**src/inc/pipe_flag_consts.vh**
```
// Constants for the host pipe flag clear and set ports
`ifndef PIPE_FLAG_CONSTS_VH
`define PIPE_FLAG_CONSTS_VH

// ============================================================
// Address map (byte addresses)
`define PF_CLR_BASE 32'h40020560
`define PF_SET_BASE 32'h40020590
`define PF_PIPE_STRIDE 32'h00000004
`define PF_EVT_STATUS 32'h40020600
`define PF_EVT_MASK 32'h40020604

// ============================================================
// Pipe transfer type codes
`define PF_TYPE_CONTROL 2'h0
`define PF_TYPE_ISO 2'h1
`define PF_TYPE_BULK 2'h2
`define PF_TYPE_INTR 2'h3

// ============================================================
// Flag bit positions
`define PF_BIT_RX_IN 0
`define PF_BIT_TX_OUT 1
`define PF_BIT_SETUP_UNDERFLOW 2
`define PF_BIT_PIPE_FAULT 3
`define PF_BIT_NAK 4
`define PF_BIT_OVERFLOW 5
`define PF_BIT_STALL_CRC 6
`define PF_BIT_SHORT_PKT 7
`define PF_BIT_BUSY_BANK 12

// ============================================================
// Writable bits of each port view
`define PF_CLR_CTRL_BULK 16'h00F7
`define PF_CLR_INTR 16'h00F7
`define PF_CLR_ISO 16'h00F7
`define PF_SET_CTRL_BULK 16'h10FF
`define PF_SET_INTR 16'h10FF
`define PF_SET_ISO 16'h10FF

// ============================================================
// Reset values
`define PF_FLAGS_RESET 16'h0000
`define PF_EVT_RESET 5'h00

`endif

```
**src/core/usb_host_pipe_flag_clear_set.v**
```verilog
// Host pipe flag clear and set ports on an Avalon-MM slave
//
// Contract
// - Clear port ones clear matching pipe flags
// - Set port ones force matching flags high
// - Zero bits leave flags unchanged
// - Clear and set ports read zero
// - Five pipes, each own clear/set port
// - Interrupt pipe clear layout, bit3 unused
// - Isochronous bit6 acts on CRC flag
// - Control/bulk set: setup, fault, busy bits
// - Interrupt/iso set: underflow and fault bits
// - Bit12 and common bits force in all
// - Bit6 forces stall on interrupt, control/bulk
// - Fault flag drops only with error source
// - Flag raises pipe irq only when enabled
`timescale 1ns/10ps
`include "pipe_flag_consts.vh"

module usb_host_pipe_flag_clear_set #(
    parameter NUM_PIPES = 5
) (
    // Clock and reset
    input wire clk,
    input wire rst_b,
    // Avalon-MM slave
    input wire [31:0] address,
    input wire read,
    input wire write,
    input wire [3:0] byteenable,
    input wire [31:0] writedata,
    output reg [31:0] readdata,
    output wire waitrequest,
    // Pipe configuration and hardware flag sources
    input wire [2*NUM_PIPES-1:0] pipeTransferType,
    input wire [16*NUM_PIPES-1:0] pipeHwSet,
    input wire [NUM_PIPES-1:0] busyBankClr,
    input wire [NUM_PIPES-1:0] pipeFaultSrc,
    input wire [16*NUM_PIPES-1:0] pipeIrqEnable,
    // Flag state and interrupts
    output wire [16*NUM_PIPES-1:0] pipeFlags,
    output wire [NUM_PIPES-1:0] pipeIrq,
    output wire irq
);

    // ============================================================
    // Layout helpers
    function [15:0] clrLayout;
        input [1:0] pipe_transfer_type;
        begin
            case (pipe_transfer_type)
                `PF_TYPE_CONTROL: clrLayout = `PF_CLR_CTRL_BULK;
                `PF_TYPE_BULK: clrLayout = `PF_CLR_CTRL_BULK;
                `PF_TYPE_ISO: clrLayout = `PF_CLR_ISO;
                default: clrLayout = `PF_CLR_INTR;
            endcase
        end
    endfunction

    function [15:0] setLayout;
        input [1:0] pipe_transfer_type;
        begin
            case (pipe_transfer_type)
                `PF_TYPE_CONTROL: setLayout = `PF_SET_CTRL_BULK;
                `PF_TYPE_BULK: setLayout = `PF_SET_CTRL_BULK;
                `PF_TYPE_ISO: setLayout = `PF_SET_ISO;
                default: setLayout = `PF_SET_INTR;
            endcase
        end
    endfunction

    function [31:0] laneMask;
        input [3:0] be;
        begin
            laneMask = {{8{be[3]}}, {8{be[2]}}, {8{be[1]}}, {8{be[0]}}};
        end
    endfunction

    // ============================================================
    // Bus handshake: one wait cycle, then accept
    reg ackQ;
    wire request;
    wire accept;
    wire wrAccept;
    wire rdAccept;
    wire [31:0] wrBits;

    assign request = read | write;
    assign waitrequest = request & ~ackQ;
    assign accept = request & ackQ;
    assign wrAccept = write & ackQ;
    assign rdAccept = read & ackQ;
    assign wrBits = writedata & laneMask(byteenable);

    always @(posedge clk or negedge rst_b) begin
        if (!rst_b) begin
            ackQ <= 1'b0;
        end else if (accept) begin
            ackQ <= 1'b0;
        end else begin
            ackQ <= request;
        end
    end

    // ============================================================
    // Event status and mask
    reg [NUM_PIPES-1:0] evtStatusQ;
    reg [NUM_PIPES-1:0] evtMaskQ;
    reg [NUM_PIPES-1:0] pipeIrqPrevQ;
    wire [NUM_PIPES-1:0] evtRise;
    wire statusRead;

    assign evtRise = pipeIrq & ~pipeIrqPrevQ;
    assign statusRead = rdAccept & (address == `PF_EVT_STATUS);

    always @(posedge clk or negedge rst_b) begin
        if (!rst_b) begin
            evtStatusQ <= `PF_EVT_RESET;
            evtMaskQ <= `PF_EVT_RESET;
            pipeIrqPrevQ <= `PF_EVT_RESET;
        end else begin
            pipeIrqPrevQ <= pipeIrq;
            // Read clears, a new rising event still lands
            if (statusRead) begin
                evtStatusQ <= evtRise;
            end else begin
                evtStatusQ <= evtStatusQ | evtRise;
            end
            if (wrAccept && address == `PF_EVT_MASK) begin
                evtMaskQ <= wrBits[NUM_PIPES-1:0];
            end
        end
    end

    assign irq = |(evtStatusQ & evtMaskQ);

    // ============================================================
    // Read data, captured in the wait cycle
    always @(posedge clk or negedge rst_b) begin
        if (!rst_b) begin
            readdata <= 32'h00000000;
        end else if (read && !ackQ) begin
            if (address == `PF_EVT_STATUS) begin
                // Include a rise landing now, the clear edge drops it
                readdata <= {{(32-NUM_PIPES){1'b0}},
                    (evtStatusQ | evtRise)};
            end else if (address == `PF_EVT_MASK) begin
                readdata <= {{(32-NUM_PIPES){1'b0}}, evtMaskQ};
            end else begin
                // Clear/set ports and unmapped space read zero
                readdata <= 32'h00000000;
            end
        end
    end

    // ============================================================
    // Per-pipe ports and flag slots
    genvar p;
    generate
        for (p = 0; p < NUM_PIPES; p = p + 1) begin : gPipe
            wire [1:0] pipe_transfer_type;
            wire hitClr;
            wire hitSet;
            wire [15:0] clearMask;
            wire [15:0] forceMask;

            assign pipe_transfer_type = pipeTransferType[2*p+1:2*p];
            assign hitClr = wrAccept &&
                (address == `PF_CLR_BASE + p * `PF_PIPE_STRIDE);
            assign hitSet = wrAccept &&
                (address == `PF_SET_BASE + p * `PF_PIPE_STRIDE);
            // Type sampled at the accepting edge
            assign clearMask = hitClr ?
                (wrBits[15:0] & clrLayout(pipe_transfer_type)) : 16'h0000;
            assign forceMask = hitSet ?
                (wrBits[15:0] & setLayout(pipe_transfer_type)) : 16'h0000;

            pipe_flag_slot uSlot (
                .clk(clk),
                .rst_b(rst_b),
                .clearMask(clearMask),
                .forceMask(forceMask),
                .hwSet(pipeHwSet[16*p+15:16*p]),
                .busyBankClr(busyBankClr[p]),
                .pipeFaultSrc(pipeFaultSrc[p]),
                .irqEnable(pipeIrqEnable[16*p+15:16*p]),
                .flags(pipeFlags[16*p+15:16*p]),
                .pipeIrq(pipeIrq[p])
            );
        end
    endgenerate

endmodule // usb_host_pipe_flag_clear_set

```
**src/core/pipe_flag_slot.v**
```verilog
// Interrupt status flags and interrupt line of one host pipe
`timescale 1ns/10ps
`include "pipe_flag_consts.vh"

module pipe_flag_slot (
    // Clock and reset
    input wire clk,
    input wire rst_b,
    // Software strobes, already masked to the pipe's layout
    input wire [15:0] clearMask,
    input wire [15:0] forceMask,
    // Hardware side
    input wire [15:0] hwSet,
    input wire busyBankClr,
    input wire pipeFaultSrc,
    input wire [15:0] irqEnable,
    // Results
    output wire [15:0] flags,
    output wire pipeIrq
);

    reg [15:0] flagsQ;
    reg [15:0] flagsD;
    reg faultSrcPrevQ;
    wire faultSrcFall;

    // ============================================================
    // Flag update
    assign faultSrcFall = faultSrcPrevQ & ~pipeFaultSrc;

    always @* begin
        flagsD = flagsQ & ~clearMask;
        // Fault flag drops only with its error source
        flagsD[`PF_BIT_PIPE_FAULT] = flagsQ[`PF_BIT_PIPE_FAULT] &
            ~faultSrcFall;
        if (busyBankClr) begin
            flagsD[`PF_BIT_BUSY_BANK] = 1'b0;
        end
        // Set terms last, so an event beats a same-cycle clear
        flagsD = flagsD | forceMask | hwSet;
    end

    always @(posedge clk or negedge rst_b) begin
        if (!rst_b) begin
            flagsQ <= `PF_FLAGS_RESET;
            faultSrcPrevQ <= 1'b0;
        end else begin
            flagsQ <= flagsD;
            faultSrcPrevQ <= pipeFaultSrc;
        end
    end

    assign flags = flagsQ;
    assign pipeIrq = |(flagsQ & irqEnable);

endmodule // pipe_flag_slot

```
**config.mk**
```make
export PLATFORM = sky130hd
export DESIGN_NAME = usb_host_pipe_flag_clear_set
export DESIGN_NICKNAME = d
export VERILOG_FILES = /design/src/core/usb_host_pipe_flag_clear_set.v /design/src/core/pipe_flag_slot.v
export VERILOG_INCLUDE_DIRS = /design/src /design/src/inc
export SDC_FILE = /design/constraint.sdc
export NUM_CORES = 1
export LEC_CHECK = 0
export BUFFER_PORTS_ARGS = -buffer_cell sky130_fd_sc_hd__buf_2
export CORE_AREA = 2 2 142 144
export DETAILED_ROUTE_END_ITERATION = 6
export DIE_AREA = 0 0 144 146
export PLACE_DENSITY = 0.56
export RECOVER_POWER = 25
export SLEW_MARGIN = 20
export SYNTH_ARGS = -nofsm -noshare
export SYNTH_HDL_FRONTEND = slang
export SYNTH_SLANG_ARGS = --single-unit
```
**constraint.sdc**
```tcl
create_clock -name clk -period 1.71 [get_ports clk]
set_input_delay 0.171 -clock clk [delete_from_list [all_inputs] [get_ports clk]]
set_output_delay 0.171 -clock clk [all_outputs]
set_load 0.01 [all_outputs]
```
==> results of run 1 <==
## layer usage
layer | share of wire [%] | GRT usage [%] | vias up
met4 | 1.6 | 5.44 | 0
met1 | 40 | 22.9 | 2465
met2 | 51 | 33.6 | 248
met3 | 7.5 | 3.95 | 23
li1 | - | - | 2439
met5 | 0 | 0 | -
## path summary, 6_finish.rpt
kind,start,endpoint,slack (ns),cells past startpoint
max in group asynchronous,rst_b,gPipe[4].uSlot.flags[1]$_DFF_PN0_,0.42,3
min,pipeHwSet[5],gPipe[0].uSlot.flags[5]$_DFF_PN0_,0.02,2
min in group asynchronous,rst_b,gPipe[2].uSlot.flags[12]$_DFF_PN0_,0.60,3
min reg2reg,gPipe[1].uSlot.flags[8]$_DFF_PN0_,gPipe[1].uSlot.flags[8]$_DFF_PN0_,0.50,1
max reg2reg,gPipe[4].uSlot.flags[4]$_DFF_PN0_,readdata[4]$_DFFE_PN0P_,-0.12,8
max,gPipe[4].uSlot.flags[4]$_DFF_PN0_,pipeIrq[4],-0.20,5
## worst max-delay path, stage by stage (launching register included)
cell and delay [ns]:
dfrtp_1 0.40, a22o_1 0.26, a221oi_2 0.25, nand4_1 0.20, buf_6 0.16, buf_6 0.11
## through the flow
step / hold WS [ns] / setup slack, ns / utilization, %
global placement: 0.292 / -0.235 / 36.8
floorplan: -0.125 / -0.126 / -
global route: 0.00123 / -0.327 / 44.1
CTS: 0.00133 / -0.224 / 42.7
detailed placement: 0.294 / -0.286 / 36.8
finish: 0.0180 / -0.200 / 44.1
## cells by family (layout without fill, tap and decap cells)
logic type             after synthesis  after routing  synth area share (%)
muxes                                5              5                  1.13
buffers and inverters               61            471                  7.34
other                                1             27                0.0750
DFF                                106            106                  53.1
AOI/OAI and AO/OA                  110            110                  19.3
and+or+nand+nor                    143            143                  19.1
## timing repair
action / 4_1_cts / 5_1_grt
gates resized for setup: 29 / 45
setup buffers: 13 / 6
pin swaps: 7 / 17
hold buffers: 63 / 0
endpoints found under the hold margin: 168 / 0
setup endpoints to repair: 27 / 49
gates cloned: 2 / 2
## flip-flops by register name (all words and copies together) (netlist names)
register	count
readdata	5
gPipe.uSlot.flags	80
pipeIrqPrevQ	5
gPipe.uSlot.faultSrcPrevQ	5
ackQ	1
evtMaskQ	5
evtStatusQ	5
## Yosys cell counts, drive strengths merged (2+ instances only)
cell type	number	area, um^2
dfrtp	106	2650
a221o	40	400
buf	37	277
or2	36	225
nand3	35	175
a22o	25	219
a221oi	20	175
inv	15	56.3
nand2	14	52.6
and2	9	56.3
clkbuf	9	33.8
nand4	9	71.3
a21oi	8	40.0
nor2b	8	50.1
nor4	8	108
nor2	7	26.3
nor4b	6	101
a41oi	5	43.8
mux2	5	56.3
nand2b	5	31.3
o21ai	5	25.0
nor3b	3	33.8
a211o	2	17.5
a21boi	2	15.0
## power groups by stage
stage / logic (mW) / clock network [mW] / registers [mW]
floorplan: 0.205 / 0 / 2.60
global placement: 0.599 / 0 / 2.60
detailed placement: 0.605 / 0 / 2.60
CTS: 0.732 / 2.08 / 2.55
global route: 0.811 / 2.16 / 2.55
finish: 0.736 / 2.00 / 2.55
## cell type report
cell class | count | share of cell area, %
tap | 265 | 3.89
multi-input combinational | 285 | 28.0
clock buffer | 9 | 2.64
timing repair buffer | 440 | 33.1
clock inverter | 7 | 0.632
inverter | 15 | 0.661
sequential | 106 | 31.1
==> flow_metrics.py, run 1 <==
metrics = {
    "yosys": {
        "syn_inst": 426,
        "synth-seq-area-share_pct": 53.1,
        "synth.distinct_cells": 40,
        "synth_edf_count": 0,
        "avgSynthCellArea_um2": 11.7,
        "synthArstFlopShare_pct": 100,
        "synth_top_flop_cell": "dfrtp_1",
        "synthesis.area_mm2": 0.00500,
        "ys_warn_count": 0,
        "synth-seq-cells": 106,
    },
    "timing": {
        "fin_worst_skew_ns": 0.00917,
        "post-route-min-period_ns": 1.91,
        "fin_setup_tns_ns": -2.59,
        "drv_slew": 0,
        "setup_viol": 40,
        "hold_viol_final": 0,
        "worstMarginPinSlew_ns": 1.00,
        "setup_slack_ns": -0.200,
        "max_freq_ghz": 0.524,
        "fin_crit_sh_pct": 112,
        "rsz0062_at_grt": "yes",
        "slew_headroom_pct": 33.3,
    },
    "route": {
        "wirelength_um": 20400,
        "dr.pass1.iters": 6,
        "vias": 5175,
        "drc": 0,
        "drt_iter0_drc": 243,
        "wl_per_cell_um": 18.1,
        "drt-vias-per-instance": 4.59,
        "ant_nets": 0,
    },
    "pwr": {
        "p_leak_nw": 3.63,
        "finalPower_mw": 5.29,
        "p_int_mw": 3.91,
        "peakVddDrop_v": 0.000401,
        "p_per_area_mw_per_mm2": 621,
        "switchingPower_mw": 1.38,
        "p_clk_share_pct": 37.9,
        "swShare_pct": 26.0,
        "p_seq_share_pct": 48.2,
        "pwr-share-comb_pct": 13.9,
    },
    "critical_path": {
        "arrival_ns": 1.74,
        "critPathRequiredTime_ns": 1.54,
        "critPathKind": "flop to output pin",
        "worstSetupEndpointType": "output pin",
        "cp-start-kind": "flop",
        "cp_max_fo": 2,
    },
    "clock_network": {
        "h-tree-depth": 3,
        "insertion_delay_ns": 0.36,
        "cts.path.max_buffers": 2,
        "cts_tree": "built",
        "cts_made_buffers": 9,
        "clockRootBuffer": "clkbuf_16",
        "cts_sinks": 106,
        "clk_pin_slew_worst_paths_ns": 0.08,
    },
    "placement": {
        "placed_area_mm2": 0.00711,
        "io_buffer_count": 308,
        "gp_congestion": 0.796,
        "dp.cells": 1028,
        "dp_hpwl_um": 14700,
    },
    "grt": {
        "overflow": 0,
        "grt_max_degree": 107,
        "grtUsageTotal_pct": 18.9,
        "grt_pass1_wl_um": 29800,
        "grt_pass1_vias": 5351,
        "antenna_found_initial": 0,
    },
    "cells_and_area": {
        "area_growth_pct": 70.5,
        "post-route-cell-area_mm2": 0.00852,
        "num-nets-final": 1109,
        "multi_input_comb_area_mm2": 0.00238,
        "layoutNonFillerInstCount": 1127,
        "layout_common_cells": "302 x buf_2, 106 x dfrtp_1, 63 x dlygate4sd3_1",
        "fill_cells": 1862,
        "regArea_mm2": 0.00265,
        "drive_gt1_share_pct": 57.0,
        "diodes": 0,
        "final_common_cell": "buf_2",
    },
    "die": {
        "die_width_um": 144,
        "die_h_um": 146,
        "core_mm2": 0.0193,
        "num_rows": 51,
        "floorplan.initialDensity_pct": 25.8,
        "io-pin-count": 371,
        "die_area_mm2": 0.0210,
    },
    "worst_hold_path": {
        "hold_path_class": "primary input to flop",
    },
    "outcome": {
        "status": "finished with violations",
        "violations": "negative setup slack",
    },
    "run": {
        "cap_violations": 0,
    },
}
No activity file was read; power rests on OpenSTA's default activity.
==> run 2: changes to the inputs <==
--- a/config.mk
+++ b/config.mk
@@ -6,11 +6,12 @@
 export SDC_FILE = /design/constraint.sdc
 export NUM_CORES = 1
 export LEC_CHECK = 0
+export ABC_AREA = 1
 export BUFFER_PORTS_ARGS = -buffer_cell sky130_fd_sc_hd__buf_2
-export CORE_AREA = 2 2 142 144
+export CORE_AREA = 2 2 145 147
 export DETAILED_ROUTE_END_ITERATION = 6
-export DIE_AREA = 0 0 144 146
-export PLACE_DENSITY = 0.56
+export DIE_AREA = 0 0 147 149
+export PLACE_DENSITY = 0.58
 export RECOVER_POWER = 25
 export SLEW_MARGIN = 20
 export SYNTH_ARGS = -nofsm -noshare
==> run 2 against run 1 <==
  * Combinational power grew 3.3%
  * Non-clock buffer count shrank 48
  * Core utilization shrank 2.9 points
  * Sequential power is essentially flat
  * The flow now finishes without violations
  * Via count grew 16%
  * Final area shrank 0.60%
  * Total power grew 2.3%
  * Routed wire length shrank 1.7%
  * Setup slack gained 0.30 ns
  * Worst hold slack lost 0.0063 ns
  * Critical path type unchanged
  * Maximum frequency grew 19%
  * Count of clock-buffer cells in the layout grew 1
==> flow_metrics.py, run 2 <==
metrics = {
    "clock_network": {
        "clk_pin_slew_worst_paths_ns": 0.08,
        "clockRootBuffer": "clkbuf_16",
        "insertion_delay_ns": 0.36,
        "cts_sinks": 106,
        "cts_made_buffers": 9,
        "cts.path.max_buffers": 2,
        "cts_tree": "built",
        "h-tree-depth": 3,
    },
    "timing": {
        "drv_slew": 0,
        "post-route-min-period_ns": 1.61,
        "max_freq_ghz": 0.621,
        "fin_crit_sh_pct": 94.2,
        "slew_headroom_pct": 53.7,
        "rsz0062_at_grt": "yes",
        "hold_viol_final": 0,
        "worstMarginPinSlew_ns": 0.695,
        "fin_worst_skew_ns": 0.0116,
        "setup_viol": 0,
        "setup_slack_ns": 0.0988,
    },
    "worst_hold_path": {
        "hold_path_class": "primary input to flop",
    },
    "die": {
        "die_h_um": 149,
        "core_mm2": 0.0206,
        "die_area_mm2": 0.0219,
        "num_rows": 53,
        "floorplan.initialDensity_pct": 27.4,
        "io-pin-count": 371,
        "die_width_um": 147,
    },
    "pwr": {
        "p_leak_nw": 4.13,
        "p_int_mw": 3.97,
        "p_per_area_mw_per_mm2": 639,
        "switchingPower_mw": 1.44,
        "swShare_pct": 26.7,
        "pwr-share-comb_pct": 14.0,
        "p_seq_share_pct": 47.0,
        "peakVddDrop_v": 0.000412,
        "p_clk_share_pct": 38.9,
    },
    "placement": {
        "io_buffer_count": 308,
        "placed_area_mm2": 0.00752,
        "dp_worst_setup_slack_ns": 0.00702,
        "dp.cells": 1283,
        "dp_hpwl_um": 15000,
        "gp_congestion": 0.805,
    },
    "critical_path": {
        "crit_path_frequent_cell": "nand2_1",
        "cp_max_fo": 3,
        "cp_cell_sequence": "nand2_1, nand2_1, nor2_1, buf_4, nand4_1, buf_2",
        "critPathKind": "flop to output pin",
        "max_stage_delay_ns": 0.41,
        "worstSetupEndpointType": "output pin",
        "arrival_ns": 1.44,
        "critPathSlowestCell": "dfrtp_1",
        "critPathRequiredTime_ns": 1.54,
        "cp-start-kind": "flop",
    },
    "grt": {
        "use_met1_pct": 24.0,
        "met2_usage_pct": 30.2,
        "grt_max_degree": 56,
        "antenna_found_initial": 3,
        "grtUsageTotal_pct": 18.1,
        "grt.busiest_layer": "met2",
        "overflow": 0,
        "grt_pass1_vias": 5791,
        "gr-usage-met3_pct": 3.58,
        "grt_pass1_wl_um": 30700,
    },
    "cells_and_area": {
        "area_growth_pct": 50.4,
        "drive_gt1_share_pct": 37.4,
        "fill_cells": 2139,
        "largest_reg_flops": 80,
        "final_common_cell": "buf_2",
        "layoutNonFillerInstCount": 1363,
        "post-route-cell-area_mm2": 0.00847,
        "num-nets-final": 1334,
        "layout_common_cells": "305 x buf_2, 239 x nand2_1, 106 x dfrtp_1",
    },
    "yosys": {
        "avgSynthCellArea_um2": 8.04,
        "ys_warn_count": 0,
        "synth_edf_count": 0,
        "synth-seq-cells": 106,
        "synth_commonest_cells": "241 x nand2_1, 106 x dfrtp_1, 64 x nand4_1, 45 x inv_1, 37 x buf_4",
        "synthArstFlopShare_pct": 100,
        "synthTopCellsByArea": "dfrtp_1 47%, nand2_1 16%, nand4_1 7.1%",
        "synth_top_flop_cell": "dfrtp_1",
        "yosysTopAreaCell": "dfrtp_1",
        "synth.distinct_cells": 31,
        "syn_inst": 700,
        "synth-seq-area-share_pct": 47.1,
        "synthesis.area_mm2": 0.00563,
        "post-synth-top-count-cell": "nand2_1",
        "synth_top_area_share_pct": 47.1,
    },
    "route": {
        "wl_per_cell_um": 14.7,
        "dr.pass1.iters": 7,
        "drc": 0,
        "drt_iter0_drc": 264,
        "drt-vias-per-instance": 4.40,
        "ant_nets": 0,
        "wirelength_um": 20000,
        "vias": 5992,
    },
    "outcome": {
        "status": "finished, final reports clean",
    },
    "run": {
        "cap_violations": 0,
    },
}
==> run 2: cell count changes after synthesis, sizes merged, moves of 28 or more <==
cell	before	now
a221o	40	0
nand2	14	243
nand3b	1	29
nor2	7	41
nand4	9	64
inv	15	50
==> run 2: repair_timing <==
| item | in CTS | in global routing |
|---|---|---|
| setup endpoints to repair | 3 | 19 |
| gates resized for setup | 3 | 5 |
| hold buffers | 60 | 0 |
| pin swaps | 0 | 2 |
| cloned | 0 | 1 |
| setup buffers | 0 | 2 |
| endpoints found under the hold margin | 165 | 0 |
==> run 2: logic make-up (layout without fill, tap and decap cells) <==
logic type	Yosys count	count (layout)	share of synthesized area, %
other	1	28	0.0666
buffers and inverters	104	465	9.65
DFF	106	106	47.1
AOI/OAI and AO/OA	43	43	4.31
and+or+nand+nor	446	446	38.8
==> run 2: area by class of cell <==
class | count | area, um^2 | area share, %
diodes | 1 | 2.50 | 0.0296
clock buffers | 10 | 239 | 2.82
clock inverters | 6 | 55.1 | 0.650
inverters | 57 | 214 | 2.53
multi-input cells | 516 | 2540 | 30.1
flip-flops and latches | 106 | 2650 | 31.3
well taps | 275 | 344 | 4.06
repair buffers | 392 | 2410 | 28.5
==> run 2: power groups by stage <==
stage	Clock (mW)	Sequential, mW	Combinational [mW]
after floorplan	0	2.60	0.281
after global placement	0	2.60	0.658
after detailed placement	0	2.60	0.664
after CTS	2.18	2.55	0.777
after global routing	2.28	2.55	0.862
final	2.11	2.55	0.760
==> run 2: worst max-delay path, delay by kind of cell (launching register included) <==
family,cells,cell delay [ns]
buf+inv,2,0.33
simple gates,4,0.35
flops,1,0.41
==> run 2: final timing paths <==
path / cells past startpoint / start / to / slack [ns]
hold reg to reg: 2 / readdata[3]$_DFFE_PN0P_ / readdata[3]$_DFFE_PN0P_ / 0.48
max in group asynchronous: 3 / rst_b / gPipe[2].uSlot.flags[14]$_DFF_PN0_ / 0.36
setup / recovery: 6 / gPipe[0].uSlot.flags[6]$_DFF_PN0_ / pipeIrq[0] / 0.1
min in group asynchronous: 2 / rst_b / gPipe[3].uSlot.flags[11]$_DFF_PN0_ / 0.39
setup reg to reg: 8 / ackQ$_DFF_PN0_ / gPipe[0].uSlot.flags[5]$_DFF_PN0_ / 0.17
hold / removal: 2 / pipeHwSet[78] / gPipe[4].uSlot.flags[14]$_DFF_PN0_ / 0.01
==> run 2: per-layer routing <==
layer / vias to the layer above / share of wire [%]
met5: - / 0.090
met4: 4 / 2.0
met3: 34 / 6.3
met2: 238 / 47
met1: 2722 / 45
li1: 2994 / -
==> run 2: through the flow <==
| step | utilization, % | power, mW | TNS [ns] | hold WS [ns] |
|---|---|---|---|---|
| 6_report | 41.2 | 5.41 | 0 | 0.0117 |
| 5_1_grt | 41.2 | 5.69 | -0.0412 | 0.00158 |
| 4_1_cts | 40.9 | 5.50 | 0 | 0.000244 |
| 3_5_place_dp | 36.6 | 3.26 | 0 | 0.0289 |
| 3_3_place_gp | 36.6 | 3.25 | 0 | 0.0256 |
| 2_1_floorplan | - | 2.88 | 0 | -0.125 |
==> run 3: changes to the inputs <==
--- a/config.mk
+++ b/config.mk
@@ -7,11 +7,11 @@
 export NUM_CORES = 1
 export LEC_CHECK = 0
 export ABC_AREA = 1
-export BUFFER_PORTS_ARGS = -buffer_cell sky130_fd_sc_hd__buf_2
 export CORE_AREA = 2 2 145 147
 export DETAILED_ROUTE_END_ITERATION = 6
 export DIE_AREA = 0 0 147 149
-export PLACE_DENSITY = 0.58
+export DONT_BUFFER_PORTS = 1
+export PLACE_DENSITY = 0.42
 export RECOVER_POWER = 25
 export SLEW_MARGIN = 20
 export SYNTH_ARGS = -nofsm -noshare
==> run 3 against run 2 <==
  * The run now ends with negative hold slack left
  * Maximum frequency up 0.47%
  * Via count down 15%
  * Setup slack better by 0.0075 ns
  * Sequential power about the same
  * Routed wire length decreased by 0.78%
  * Critical path type unchanged
  * Final area down 15%
  * Worst hold slack got worse by 0.52 ns
  * Critical path depth fell by 2
  * Count of clock-buffer cells in the layout down 1
  * Non-clock buffer count fell by 277
  * Largest cell class unchanged
  * Clock skew rose by 0.00059 ns
==> flow_metrics.py, run 3 (synthesis results as in run 2) <==
metrics = {
    "timing": {
        "max_freq_ghz": 0.624,
        "drv_slew": 0,
        "setup_slack_ns": 0.106,
        "slew_headroom_pct": 63.4,
        "fin_setup_tns_ns": 0,
        "fin_crit_sh_pct": 93.8,
        "rsz0062_at_grt": "no",
        "hold_viol_final": 106,
        "setup_viol": 0,
        "fin_worst_skew_ns": 0.0121,
        "worstMarginPinSlew_ns": 0.548,
        "timing.hold.ws_ns": -0.509,
        "post-route-min-period_ns": 1.60,
    },
    "placement": {
        "dp_hpwl_um": 14500,
        "dp_worst_setup_slack_ns": -0.0971,
        "io_buffer_count": 0,
        "placed_area_mm2": 0.00597,
        "gp_congestion": 0.782,
        "dp.cells": 978,
    },
    "cells_and_area": {
        "drive_gt1_share_pct": 13.5,
        "layoutNonFillerInstCount": 1087,
        "utilization_pct": 35.1,
        "largest_reg_flops": 80,
        "area_growth_pct": 28.2,
        "post-route-cell-area_mm2": 0.00722,
        "layout_common_cells": "240 x nand2_1, 103 x dfrtp_1, 88 x dlygate4sd3_1",
        "final_common_cell": "nand2_1",
        "num-nets-final": 1057,
    },
    "route": {
        "ant_nets": 0,
        "wirelength_um": 19900,
        "drt-vias-per-instance": 4.71,
        "drc": 0,
        "vias": 5120,
        "drt_iter0_drc": 210,
        "wl_per_cell_um": 18.3,
        "dr.pass1.iters": 5,
    },
    "die": {
        "die_area_mm2": 0.0219,
        "num_rows": 53,
        "core_mm2": 0.0206,
        "io-pin-count": 371,
        "floorplan.initialDensity_pct": 27.4,
        "die_width_um": 147,
        "die_h_um": 149,
    },
    "outcome": {
        "violations": "negative hold slack",
        "status": "finished with violations",
    },
    "critical_path": {
        "cp_max_fo": 3,
        "cp-start-kind": "flop",
        "critPathKind": "flop to output pin",
        "critPathRequiredTime_ns": 1.54,
        "startpoint": "gPipe[0].uSlot.flags[15]$_DFF_PN0_",
        "worstSetupEndpointType": "output pin",
        "r2r_cells": 11,
        "arrival_ns": 1.43,
        "r2r-start": "gPipe[1].uSlot.flags[7]$_DFF_PN0_",
    },
    "pwr": {
        "p_per_area_mw_per_mm2": 711,
        "peakVddDrop_v": 0.000428,
        "finalPower_mw": 5.13,
        "p_leak_nw": 3.17,
    },
    "clock_network": {
        "h-tree-depth": 3,
        "cts.path.max_buffers": 2,
        "cts_sinks": 106,
        "cts_tree": "built",
        "insertion_delay_ns": 0.36,
        "cts_made_buffers": 9,
        "clk_pin_slew_worst_paths_ns": 0.08,
        "cts_hold_buf": 88,
        "clockRootBuffer": "clkbuf_16",
    },
    "grt": {
        "grtUsageTotal_pct": 17.4,
        "overflow": 0,
        "grt_max_degree": 107,
        "grt_pass1_vias": 5161,
        "grt_pass1_wl_um": 29100,
        "antenna_found_initial": 3,
    },
    "run": {
        "cap_violations": 0,
    },
    "worst_hold_path": {
        "hold_path_class": "primary input to asynchronous set/reset pin",
    },
}
==> run 3: path summary, 6_finish.rpt <==
kind                       slack, ns                                  to
max                             0.11                          pipeIrq[0]
min                            -0.51  gPipe[0].uSlot.flags[15]$_DFF_PN0_
max reg2reg                     0.14             readdata[1]$_DFFE_PN0P_
min reg2reg                     0.55             evtMaskQ[3]$_DFFE_PN0P_
max in group asynchronous       2.06             evtMaskQ[2]$_DFFE_PN0P_
min in group clk                0.02   gPipe[4].uSlot.flags[6]$_DFF_PN0_
==> run 3: power by group <==
part	total (mW)	internal, mW	leakage [nW]	switching (mW)
Combinational	0.494	0.234	2.02	0.260
Sequential	2.56	2.53	1.01	0.0278
Clock	2.08	1.02	0.139	1.06
==> run 3: what timing repair did <==
action,CTS,global route
hold endpoints to repair,190,106
gates cloned,0,1
setup endpoints to repair,2,19
pin swaps,0,2
buffers inserted,0,2
resized for setup,2,10
==> run 3: area by class of cell <==
type | instances | area [um^2]
Fill cell | 2167 | 13300
Sequential cell | 106 | 2660
Multi-Input combinational cell | 516 | 2550
Timing Repair Buffer | 115 | 1160
Tap cell | 275 | 344
Clock buffer | 9 | 225
Inverter | 57 | 214
Clock inverter | 7 | 58.8
Antenna cell | 2 | 5.00
==> run 3: routing by layer <==
layer	up-vias	GRT usage [%]	part of all wire (%)
met4	0	5.87	1.6
met1	2432	21.3	41
met5	-	0	0
met2	227	30.6	51
li1	2440	-	-
met3	21	3.88	6.1
==> run 3: critical path, cell delays in order (launching register included) <==
cell and delay, ns:
dfrtp_1 0.44, nand2_1 0.09, nand2_1 0.07, nor2_2 0.20, nand4_1 0.27
